**src/rtl/pdcl_defs.svh**
```systemverilog
// Timing constants for the current-limit sequencer
`ifndef PDCL_DEFS_SVH
`define PDCL_DEFS_SVH
// ----------------------------------------------------------------
// Timing
// ----------------------------------------------------------------
`define PDCL_CLK_MHZ 250
`define PDCL_QUAL_US 150
`define PDCL_QUAL_CYC (`PDCL_QUAL_US * `PDCL_CLK_MHZ)
`endif

```
**src/rtl/pdcl_pkg.sv**
```systemverilog
// Types for the current-limit sequencer
package pdcl_pkg;
  typedef enum logic [2:0] {
    PDCL_RESET,
    PDCL_INRUSH,
    PDCL_OPER,
    PDCL_THERMAL_OFF
  } pdcl_state_e;
endpackage

```
**src/rtl/pdcl_qual_timer.sv**
```systemverilog
// Qualification timer: condition held for a number of cycles
module pdcl_qual_timer #(
  parameter int COUNT = 37500
) (
  input wire logic clk,
  input wire logic rst,
  input wire logic clear,
  input wire logic cond,
  output logic done
);
  localparam int W = $clog2(COUNT + 1);
  logic [W-1:0] cnt_q;
  logic [W-1:0] cnt_d;

  always_comb
  begin
    cnt_d = cnt_q;
    if (clear || !cond)
    begin
      cnt_d = '0;
    end
    else if (cnt_q != W'(COUNT))
    begin
      cnt_d = cnt_q + W'(1);
    end
  end

  always_ff @(posedge clk or posedge rst)
  begin
    if (rst)
    begin
      cnt_q <= '0;
    end
    else
    begin
      cnt_q <= cnt_d;
    end
  end

  assign done = cond && !clear && (cnt_q == W'(COUNT));
endmodule

```
**src/rtl/pdcl_sequencer.sv**
```systemverilog
// Inrush/operational current-limit state machine of a powered device
`include "pdcl_defs.svh"

module pdcl_sequencer #(
  parameter int QUAL_CYCLES = `PDCL_QUAL_CYC
) (
  input wire logic clk,
  input wire logic rst,
  input wire logic supply_above_uvlo_on,
  input wire logic supply_above_uvlo_off,
  input wire logic inrush_below_limit,
  input wire logic in_current_limit,
  input wire logic drop_above_10v,
  input wire logic thermal_trip,
  output logic pass_switch_on,
  output logic inrush_limit_sel,
  output logic power_good_out_o,
  output logic power_good_out_oe,
  output logic load_return_node_oe
);
  import pdcl_pkg::*;

  // ----------------------------------------------------------------
  // Qualification timers
  // ----------------------------------------------------------------
  pdcl_state_e state_q;
  pdcl_state_e state_d;
  logic inrush_done;
  logic hard_done;

  // Both timers run only in their own states; leaving clears them
  pdcl_qual_timer #(.COUNT(QUAL_CYCLES)) u_inrush_tmr (
    .clk(clk),
    .rst(rst),
    .clear(state_q != PDCL_INRUSH),
    .cond(inrush_below_limit),
    .done(inrush_done)
  );

  pdcl_qual_timer #(.COUNT(QUAL_CYCLES)) u_hard_tmr (
    .clk(clk),
    .rst(rst),
    .clear(state_q != PDCL_OPER),
    .cond(in_current_limit && drop_above_10v),
    .done(hard_done)
  );

  // ----------------------------------------------------------------
  // State machine
  // ----------------------------------------------------------------
  always_comb
  begin
    state_d = state_q;
    if (!supply_above_uvlo_off)
    begin
      state_d = PDCL_RESET;
    end
    else
    begin
      unique case (state_q)
        PDCL_RESET:
        begin
          if (supply_above_uvlo_on)
          begin
            state_d = PDCL_INRUSH;
          end
        end
        PDCL_INRUSH:
        begin
          if (thermal_trip)
          begin
            state_d = PDCL_THERMAL_OFF;
          end
          else if (inrush_done && !drop_above_10v)
          begin
            state_d = PDCL_OPER;
          end
        end
        PDCL_OPER:
        begin
          // Soft overload simply stays here
          if (thermal_trip)
          begin
            state_d = PDCL_THERMAL_OFF;
          end
          else if (hard_done)
          begin
            state_d = PDCL_INRUSH;
          end
        end
        PDCL_THERMAL_OFF:
        begin
          // Trip flag carries comparator hysteresis; no retry limit
          if (!thermal_trip)
          begin
            state_d = drop_above_10v ? PDCL_INRUSH : PDCL_OPER;
          end
        end
        default:
        begin
          state_d = PDCL_RESET;
        end
      endcase
    end
  end

  always_ff @(posedge clk or posedge rst)
  begin
    if (rst)
    begin
      state_q <= PDCL_RESET;
    end
    else
    begin
      state_q <= state_d;
    end
  end

  // ----------------------------------------------------------------
  // Registered outputs
  // ----------------------------------------------------------------
  logic sw_d;
  logic inr_d;
  logic pg_pull_d;

  always_comb
  begin
    sw_d = (state_d == PDCL_INRUSH) || (state_d == PDCL_OPER);
    inr_d = (state_d != PDCL_OPER);
    // Pull-down when off, in inrush, or high drop
    pg_pull_d = !sw_d || inr_d || drop_above_10v;
  end

  always_ff @(posedge clk or posedge rst)
  begin
    if (rst)
    begin
      pass_switch_on <= 1'b0;
      inrush_limit_sel <= 1'b1;
      power_good_out_oe <= 1'b1;
      load_return_node_oe <= 1'b0;
    end
    else
    begin
      pass_switch_on <= sw_d;
      inrush_limit_sel <= inr_d;
      power_good_out_oe <= pg_pull_d;
      load_return_node_oe <= sw_d;
    end
  end

  // Open-drain: only ever drives low
  always_ff @(posedge clk or posedge rst)
  begin
    if (rst)
    begin
      power_good_out_o <= 1'b0;
    end
    else
    begin
      power_good_out_o <= 1'b0;
    end
  end
endmodule

```
**config.mk**
```make
export PLATFORM = sky130hd
export DESIGN_NAME = pdcl_sequencer
export DESIGN_NICKNAME = d
export VERILOG_FILES = /design/src/rtl/pdcl_pkg.sv /design/src/rtl/pdcl_qual_timer.sv /design/src/rtl/pdcl_sequencer.sv
export VERILOG_INCLUDE_DIRS = /design/src /design/src/rtl
export SDC_FILE = /design/constraint.sdc
export NUM_CORES = 1
export LEC_CHECK = 0
export BUFFER_PORTS_ARGS = -buffer_cell sky130_fd_sc_hd__buf_2
export CAP_MARGIN = 20
export CORE_ASPECT_RATIO = 1.1
export CORE_UTILIZATION = 50
export CTS_BUF_LIST = sky130_fd_sc_hd__clkbuf_4
export DETAILED_ROUTE_END_ITERATION = 10
export PLACE_DENSITY = 0.7
export SLEW_MARGIN = 30
export SYNTH_ARGS = -nofsm -noshare
export SYNTH_HDL_FRONTEND = slang
export SYNTH_HIERARCHICAL = 1
export SYNTH_SLANG_ARGS = --single-unit
```
**constraint.sdc**
```tcl
create_clock -name clk -period 7.05 [get_ports clk]
set_input_delay 1.41 -clock clk [delete_from_list [all_inputs] [get_ports clk]]
set_output_delay 1.41 -clock clk [all_outputs]
set_load 0.01 [all_outputs]
```
==> flow_summary.toml, run 1 <==
[synthesis]
syn_avg_cell_area_um2 = 9.339
synth_edf_count = 0
ys_seq_area_share_pct = 45.57
yosysTopAreaCellShare_pct = 43.06
yosysTopAreaCell = "dfrtp_1"
async_reset_ff_share_pct = 100.0
syn-cell-area_mm2 = 0.002092
postSynthCellCount = 224
yosysUniqueCellTypes = 51
synthTopCellsByArea = "dfrtp_1 (43%), xnor2_1 (5.9%), nor2_1 (5.0%)"
synth-seq-cells = 38
synthFlopType = "dfrtp_1"
ys_warn_count = 6

[detailed_routing]
drc = 0
num_vias = 1619
firstDrtPassIters = 4
first_iter_violations = 143
routedWlPerCell_um = 13.49
drtAntennaViolNets = 0
routed_via_density = 5.583
drt-total-wl_um = 3911

[power]
leakagePower_nw = 0.8639
power_density_mw_per_mm2 = 153.0
finalPower_uw = 342.6
peakVddDrop_mv = 0.09586

[sta]
holdWs_ps = 573.3
relSlewSlack_pct = 51.69
rsz0062_at_grt = "false"
fin_crit_sh_pct = 43.05
hold_viol = 0
clock_skew_ps = 14.09
tightest_slew_ps = 706.4
drv_slew = 0
layout_setup_ws_ps = 4015
fin_crit_ps = 3035
setup_viol_count_final = 0
timing.fmax_ghz = 0.3295
timing.setup.tns_ps = 0

[worst_setup_path]
rrSetupSlack_ps = 4020
cp_data_required_time_ps = 7330
path_max_fanout = 11
critical_path.startpoint = "u_inrush_tmr/cnt_q[11]$_DFFE_PP0P_"
cp-end-kind = "flip-flop"
arrival_ps = 3310
critPathCapture = "power_good_out_oe$_DFF_PP1_"
rr_worst_depth = 7
r2r-start = "u_inrush_tmr/cnt_q[11]$_DFFE_PP0P_"
r2r_end = "power_good_out_oe$_DFF_PP1_"
startpoint_type = "flip-flop"
worstSetupPathType = "flip-flop to flip-flop"

[die]
rows = 24
design.die.area_mm2 = 0.004447
die_y_um = 69.84
design.core.area_mm2 = 0.003994
io_pins = 13
start_util_pct = 52.38
die_w_um = 63.68

[place]
port_buffers = 11
hpwlAfterDp_um = 2764
gp_congestion = 0.8238
dp_slack_ps = 3769

[min_path]
min_path_type = "flip-flop to flip-flop"
whs_path_depth = 2

[cts]
clk_latency_ps = 340
cts_tree = "done"
cts_buffers = 5
cts_root_buf = "clkbuf_4"
ctsHoldBuffers = 0
clk_path_buf_depth = 2
ctsResizeCount = 0
clk_pin_slew_ps = 120
h-tree-depth = 2
cts_sinks = 38
cts_setup_buffers = 0

[final_layout]
drive_gt1_share_pct = 15.55
fin_nets = 249
fill_cells = 368
final_core_util_pct = 56.08
final_common_cell = "dfrtp_1"
n_antenna_cell = 0
syn2layout_area_growth_pct = 7.058
mostFrequentLayoutCells = "dfrtp_1 (36), nor2_1 (28), inv_1 (15)"

[global_routing]
grt_pass1_vias = 1613
grt_overflow = 0
grt_max_degree = 17
grt_pass1_wl_um = 6865
grt_use_total_pct = 19.92
antenna_found_initial = 0

[flow_run]
max_cap_viol_count = 0

[run_status]
status = "completed"
[power by group]
group          leakage, nW  internal [mW]  switching (mW)
registers            0.521          0.219        0.000711
logic                0.310        0.00356         0.00833
clock network       0.0331         0.0414          0.0699
total                0.864          0.264          0.0789
[worst max-delay path: stages, from the launching register on]
cell     delay, ps
dfrtp_1        440
or4b_4         550
nor4_4         540
and2_2         250
nor2_1          40
o311a_1        320
or4_1          520
or3_1          320
[kinds of logic (layout without fill, tap and decap cells)]
| logic type | Yosys count | after routing | synth area share [%] |
|---|---|---|---|
| AND/OR/NAND/NOR | 110 | 110 | 30.56 |
| adder cells (fa/ha/maj) | 4 | 4 | 2.392 |
| multiplexers | 3 | 3 | 1.435 |
| XOR/XNOR | 14 | 14 | 5.861 |
| buffers and inverters | 21 | 34 | 4.544 |
| flip-flops | 38 | 38 | 45.57 |
| other | 1 | 2 | 0.1793 |
| AO/OA/AOI/OAI | 33 | 33 | 9.450 |
[layer usage]
layer	routed length (um)	part of all wire, %	vias up	global-route usage [%]
met5	0	0	-	0
met4	68	1.7	0	9.091
met3	121	3.1	6	4.934
met2	2013	51	26	34.87
met1	1708	44	772	22.41
li1	-	-	815	-
[registers in the layout, indices dropped and copies added (netlist names)]
name	flops
u_hard_tmr/cnt_q	16
u_inrush_tmr/cnt_q	16
state_q	3
inrush_limit_sel	1
load_return_node_oe	1
power_good_out_oe	1
[cell type report]
type                       instances  area (um^2)  area share (%)
sequential                        38        953.4           42.57
multi-input combinational        166         1056           47.15
tap                               52        65.06           2.905
timing repair buffer              11        55.05           2.458
inverter                          15        56.30           2.514
clock inverter                     2        8.758          0.3911
clock buffer                       6        45.04           2.011
[per-stage QoR]
stage,cell area [um^2],cells
2_1_floorplan,2096,225
3_3_place_gp,2177,282
3_5_place_dp,2177,282
4_1_cts,2231,290
5_1_grt,2240,290
6_report,2240,290
[worst min path at each step]
stage / end / slack [ps] / start
6_report: u_inrush_tmr/cnt_q[14]$_DFFE_PP0P_ / 570 / u_inrush_tmr/cnt_q[14]$_DFFE_PP0P_
5_1_grt: u_inrush_tmr/cnt_q[14]$_DFFE_PP0P_ / 600 / u_inrush_tmr/cnt_q[14]$_DFFE_PP0P_
4_1_cts: u_inrush_tmr/cnt_q[14]$_DFFE_PP0P_ / 580 / u_inrush_tmr/cnt_q[14]$_DFFE_PP0P_
3_5_place_dp: u_inrush_tmr/cnt_q[14]$_DFFE_PP0P_ / 560 / u_inrush_tmr/cnt_q[14]$_DFFE_PP0P_
3_3_place_gp: u_inrush_tmr/cnt_q[14]$_DFFE_PP0P_ / 550 / u_inrush_tmr/cnt_q[14]$_DFFE_PP0P_
2_1_floorplan: u_hard_tmr/cnt_q[15]$_DFFE_PP0P_ / 510 / u_hard_tmr/cnt_q[15]$_DFFE_PP0P_
[synthesized netlist by cell type, drive strengths merged (3+ instances only)]
library cell and n:
a21oi 12, nand2b 4, or3 9, ha 4, dfrtp 36, nand2 14
nand3 10, and2 3, mux2i 3, inv 15, nor3 10, nor4 7
nor2 28, buf 5, or4 4, xnor2 14, o21ai 11, nand4 6
(Power assumes the default switching activity.)
==> run 2, diff against run 1 <==
Clock period 7.05 ns to 3 ns, I/O delays scaled along.
==> run 2 against run 1 <==
  * Setup slack got worse by 3700 ps
  * Critical path depth is the same
  * Flip-flop and latch count did not move
  * First-iteration DRC count fell by 25%
  * Sequential power grew 130%
  * Clock-buffer cell count did not move
  * Non-clock buffer count is 3 higher
  * Hold slack worse by 410 ps
  * Global-route usage rose by 1.4 points
  * Die area did not move
  * Fmax rose by 12%
==> flow_summary.toml, run 2 (synthesized netlist as in run 1, its figures left out) <==
[run_status]
status = "completed"

[cts]
ctsHoldBuffers = 0
cts_root_buf = "clkbuf_4"
cts_setup_buffers = 0
clk_pin_slew_ps = 110
h-tree-depth = 2
cts_buffers = 5
clk_latency_ps = 350
cts_sinks = 38
clk_path_buf_depth = 2
cts_tree = "done"
ctsResizeCount = 0

[global_routing]
grt_max_degree = 17
grt_pass1_wl_um = 7217
grt_pass1_vias = 1581
antenna_found_initial = 0
grt_use_total_pct = 21.30
grt_overflow = 0

[power]
p_switching_uw = 182.0
intPower_uw = 619.6
switching_share_pct = 22.70
peakVddDrop_mv = 0.2784
p_seq_share_pct = 64.4
pwr-share-comb_pct = 3.6
clkPwrFrac_pct = 32.1
leakagePower_nw = 0.8803
power_density_mw_per_mm2 = 355.7

[worst_setup_path]
r2r-start = "u_inrush_tmr/cnt_q[11]$_DFFE_PP0P_"
startpoint_type = "flip-flop"
cp-end-kind = "flip-flop"
rrSetupSlack_ps = 280
critPathMaxStageDelay_ps = 550
cp_slowest_cell = "or4b_4"
critical_path.startpoint = "u_inrush_tmr/cnt_q[11]$_DFFE_PP0P_"
cp_data_required_time_ps = 3280
path_max_fanout = 5
arrival_ps = 3000
worstSetupPathType = "flip-flop to flip-flop"
path_cells = "or4b_4 > nor4_4 > and2_2 > nor2_1 > o311a_1 > or4_1 > or3_1"

[final_layout]
drive_gt1_share_pct = 16.60
syn2layout_area_growth_pct = 7.715
final_core_util_pct = 56.42
mostFrequentLayoutCells = "dfrtp_1 (36), nor2_1 (28), inv_1 (15)"
fill_cells = 366
final_common_cell = "dfrtp_1"
fin_nets = 252
n_antenna_cell = 0
top_regs = "u_hard_tmr/cnt_q x16, u_inrush_tmr/cnt_q x16, state_q x3"

[place]
gp_congestion = 0.8449
port_buffers = 11
hpwlAfterDp_um = 2992

[detailed_routing]
wl_met2_um = 2086
num_vias = 1660
wl_met3_um = 113
first_iter_violations = 107
drc = 0
wl_met1_um = 1742
routedWlPerCell_um = 13.80
routed_via_density = 5.666
firstDrtPassIters = 4
drtAntennaViolNets = 0
highest_layer = "met4"
drt-total-wl_um = 4042

[die]
design.die.area_mm2 = 0.004447
design.core.area_mm2 = 0.003994
die_w_um = 63.68
start_util_pct = 52.38
die_y_um = 69.84
io_pins = 13
rows = 24

[sta]
clock_skew_ps = 11.95
hold_viol = 0
tightest_slew_ps = 781.7
rsz0062_at_grt = "false"
fin_crit_sh_pct = 90.72
timing.setup.tns_ps = 0
setup_viol_count_final = 0
holdWs_ps = 164.0
relSlewSlack_pct = 46.54
drv_slew = 0
fin_crit_ps = 2721
timing.fmax_ghz = 0.3674

[flow_run]
max_cap_viol_count = 0

[min_path]
min_path_type = "input pin to asynchronous set/reset pin"
## run 2: changes by cell type in the layout (fill, tap and decap cells not counted)
cell and change:
nor4_4 -1, nor4_2 +1, buf_4 +3
## run 2: power groups by stage
stage / sequential (mW) / clock, mW / combinational [mW]
6_report: 0.516 / 0.257 / 0.0287
3_5_place_dp: 0.526 / 0 / 0.0294
3_3_place_gp: 0.525 / 0 / 0.0293
2_1_floorplan: 0.526 / 0 / 0.0190
5_1_grt: 0.516 / 0.289 / 0.0335
4_1_cts: 0.516 / 0.276 / 0.0296
## run 2: stage by stage
stage	std cells	instance area, um^2	setup WS, ps	total power [mW]
after floorplan	225	2096	239.5	0.5446
after global placement	285	2200	304.5	0.5548
after detailed placement	285	2200	276.0	0.5550
after CTS	293	2253	285.5	0.8215
after global routing	293	2253	165.6	0.8392
final	293	2253	278.5	0.8016
## run 2: area by class of cell
| cell class | count | area (um^2) | area share, % |
|---|---|---|---|
| flip-flops and latches | 38 | 953.4 | 42.31 |
| clock inverters | 2 | 8.758 | 0.3887 |
| inverters | 15 | 56.30 | 2.499 |
| well taps | 52 | 65.06 | 2.887 |
| multi-input cells | 166 | 1047 | 46.47 |
| repair buffers | 14 | 77.57 | 3.443 |
| clock buffers | 6 | 45.04 | 1.999 |
## run 2: final timing paths
kind,to,cells after the start
setup / recovery,power_good_out_oe$_DFF_PP1_,7
hold / removal,load_return_node_oe$_DFF_PP0_,2
setup reg to reg,power_good_out_oe$_DFF_PP1_,7
hold reg to reg,u_hard_tmr/cnt_q[15]$_DFFE_PP0P_,2
max in group asynchronous,u_inrush_tmr/cnt_q[12]$_DFFE_PP0P_,2
min in group clk,power_good_out_oe$_DFF_PP1_,2
## run 2: per-layer routing
| metal | vias to the layer above | global-route usage [%] |
|---|---|---|
| met2 | 24 | 35.93 |
| met4 | 0 | 9.848 |
| li1 | 823 | - |
| met3 | 8 | 5.428 |
| met5 | - | 0 |
| met1 | 805 | 25.08 |
## run 2: critical path, delay by kind of cell (launching register included)
| family | cells | cell delay, ps |
|---|---|---|
| DFF | 1 | 440 |
| and+or+nand+nor | 6 | 1900 |
| AOI/OAI and AO/OA | 1 | 320 |
==> run 3, diff against run 2 <==
Settings changed: CELL_PAD_IN_SITES_DETAIL_PLACEMENT set to 1, CELL_PAD_IN_SITES_GLOBAL_PLACEMENT set to 1, CORE_ASPECT_RATIO 1.1 to 0.75, CORE_UTILIZATION 50 to 49, PLACE_DENSITY 0.7 to 0.84.
==> run 3 against run 2 <==
  * Clock skew decreased by 5.7 ps
  * Combinational power grew 7.0%
  * Register-to-register slack worse by 90 ps
  * Highest routed layer unchanged
==> flow_summary.toml, run 3 (synthesized netlist as in run 1, its figures left out) <==
[worst_setup_path]
cp_data_required_time_ps = 3290
path_max_fanout = 5
r2r-start = "u_inrush_tmr/cnt_q[11]$_DFFE_PP0P_"
startpoint_type = "flip-flop"
cp-end-kind = "flip-flop"
arrival_ps = 3100
worstSetupPathType = "flip-flop to flip-flop"
rrSetupSlack_ps = 190
rr_worst_depth = 7
r2r_end = "power_good_out_oe$_DFF_PP1_"

[final_layout]
drive_gt1_share_pct = 17.70
final_common_cell = "dfrtp_1"
final_area_mm2 = 0.002301
n_antenna_cell = 0
syn2layout_area_growth_pct = 9.988
fin_nets = 254
final_core_util_pct = 56.41
top_regs = "u_hard_tmr/cnt_q x16, u_inrush_tmr/cnt_q x16, state_q x3"
mostFrequentLayoutCells = "dfrtp_1 (36), nor2_1 (28), inv_1 (15)"

[sta]
setup_viol_count_final = 0
rsz0062_at_grt = "false"
relSlewSlack_pct = 49.20
fin_crit_ps = 2813
timing.fmax_ghz = 0.3555
hold_viol = 0
clock_skew_ps = 6.273
tightest_slew_ps = 742.8
layout_setup_ws_ps = 187.1
drv_slew = 0
timing.setup.tns_ps = 0
fin_crit_sh_pct = 93.76

[place]
placed_area_mm2 = 0.002218
gp_congestion = 0.7588
hpwlAfterDp_um = 3647
dp_slack_ps = 218.6
port_buffers = 11

[power]
pwr-share-comb_pct = 3.4
p_switching_uw = 207.6
intPower_uw = 697.8
switching_share_pct = 22.93
p_seq_share_pct = 57.0
peakVddDrop_mv = 0.3357
leakagePower_nw = 0.8929
power_density_mw_per_mm2 = 393.5
clkPwrFrac_pct = 39.6

[detailed_routing]
firstDrtPassIters = 4
drc = 0
drt-total-wl_um = 4883
num_vias = 1693
first_iter_violations = 129
drtAntennaViolNets = 0
routedWlPerCell_um = 16.39
routed_via_density = 5.681

[cts]
cts_buffers = 5
cts_sinks = 38
clk_latency_ps = 350
h-tree-depth = 2
ctsResizeCount = 0
clk_pin_slew_ps = 120
cts_root_buf = "clkbuf_4"
cts_tree = "done"
cts_setup_buffers = 0
clk_path_buf_depth = 2
ctsHoldBuffers = 0

[global_routing]
grt_max_degree = 17
grt_pass1_wl_um = 8135
grt_pass1_vias = 1719
grt_use_total_pct = 23.81
antenna_found_initial = 0
grt_overflow = 0

[die]
design.core.area_mm2 = 0.004079
start_util_pct = 51.29
die_y_um = 58.59
io_pins = 13
die_w_um = 77.45
design.die.area_mm2 = 0.004537
rows = 20

[min_path]
min_path_type = "input pin to asynchronous set/reset pin"

[run_status]
status = "completed"

[flow_run]
max_cap_viol_count = 0
==> run 3: worst max-delay path, cell delays in order (launching register included) <==
cell     delay, ps
dfrtp_1        450
or4b_4         560
nor4_4         310
and2_2         200
nor2_1          40
o311a_1        320
or4_1          530
or3_1          330
==> run 3: layout make-up <==
| class | count | area, um^2 |
|---|---|---|
| inverter | 15 | 56.30 |
| timing repair buffer | 16 | 92.59 |
| sequential | 38 | 953.4 |
| multi-input combinational | 166 | 1047 |
| clock buffer | 5 | 37.54 |
| fill | 497 | 1778 |
| tap | 55 | 68.82 |
| clock inverter | 3 | 45.04 |
==> run 3: stage by stage <==
stage	std cells	power, mW	hold slack, ps
after floorplan	225	0.5446	389.5
after global placement	290	0.5555	542.5
after detailed placement	290	0.5568	562.2
after CTS	298	0.9219	162.0
after global routing	298	0.9452	167.1
final	298	0.9054	173.4
==> run 3: power groups by stage <==
stage / registers, mW / clock network, mW / logic (mW)
CTS: 0.516 / 0.374 / 0.0315
floorplan: 0.526 / 0 / 0.0190
detailed placement: 0.526 / 0 / 0.0311
finish: 0.516 / 0.359 / 0.0307
global placement: 0.526 / 0 / 0.0300
global route: 0.516 / 0.393 / 0.0356
==> run 3: worst max path at each step <==
stage | from | endpoint | slack [ps]
global route | u_inrush_tmr/cnt_q[11]$_DFFE_PP0P_ | power_good_out_oe$_DFF_PP1_ | 100
global placement | u_inrush_tmr/cnt_q[11]$_DFFE_PP0P_ | power_good_out_oe$_DFF_PP1_ | 300
floorplan | u_inrush_tmr/cnt_q[11]$_DFFE_PP0P_ | power_good_out_oe$_DFF_PP1_ | 240
detailed placement | u_inrush_tmr/cnt_q[11]$_DFFE_PP0P_ | power_good_out_oe$_DFF_PP1_ | 220
finish | u_inrush_tmr/cnt_q[11]$_DFFE_PP0P_ | power_good_out_oe$_DFF_PP1_ | 190
CTS | u_inrush_tmr/cnt_q[11]$_DFFE_PP0P_ | power_good_out_oe$_DFF_PP1_ | 190
==> run 3: per-layer routing <==
| layer | vias to the layer above | share of wire [%] | GRT usage (%) |
|---|---|---|---|
| met5 | - | 0 | 0 |
| met4 | 0 | 1.6 | 9.973 |
| met3 | 9 | 3.0 | 5.426 |
| met2 | 29 | 46 | 38.31 |
| met1 | 829 | 50 | 31.49 |
| li1 | 826 | - | - |
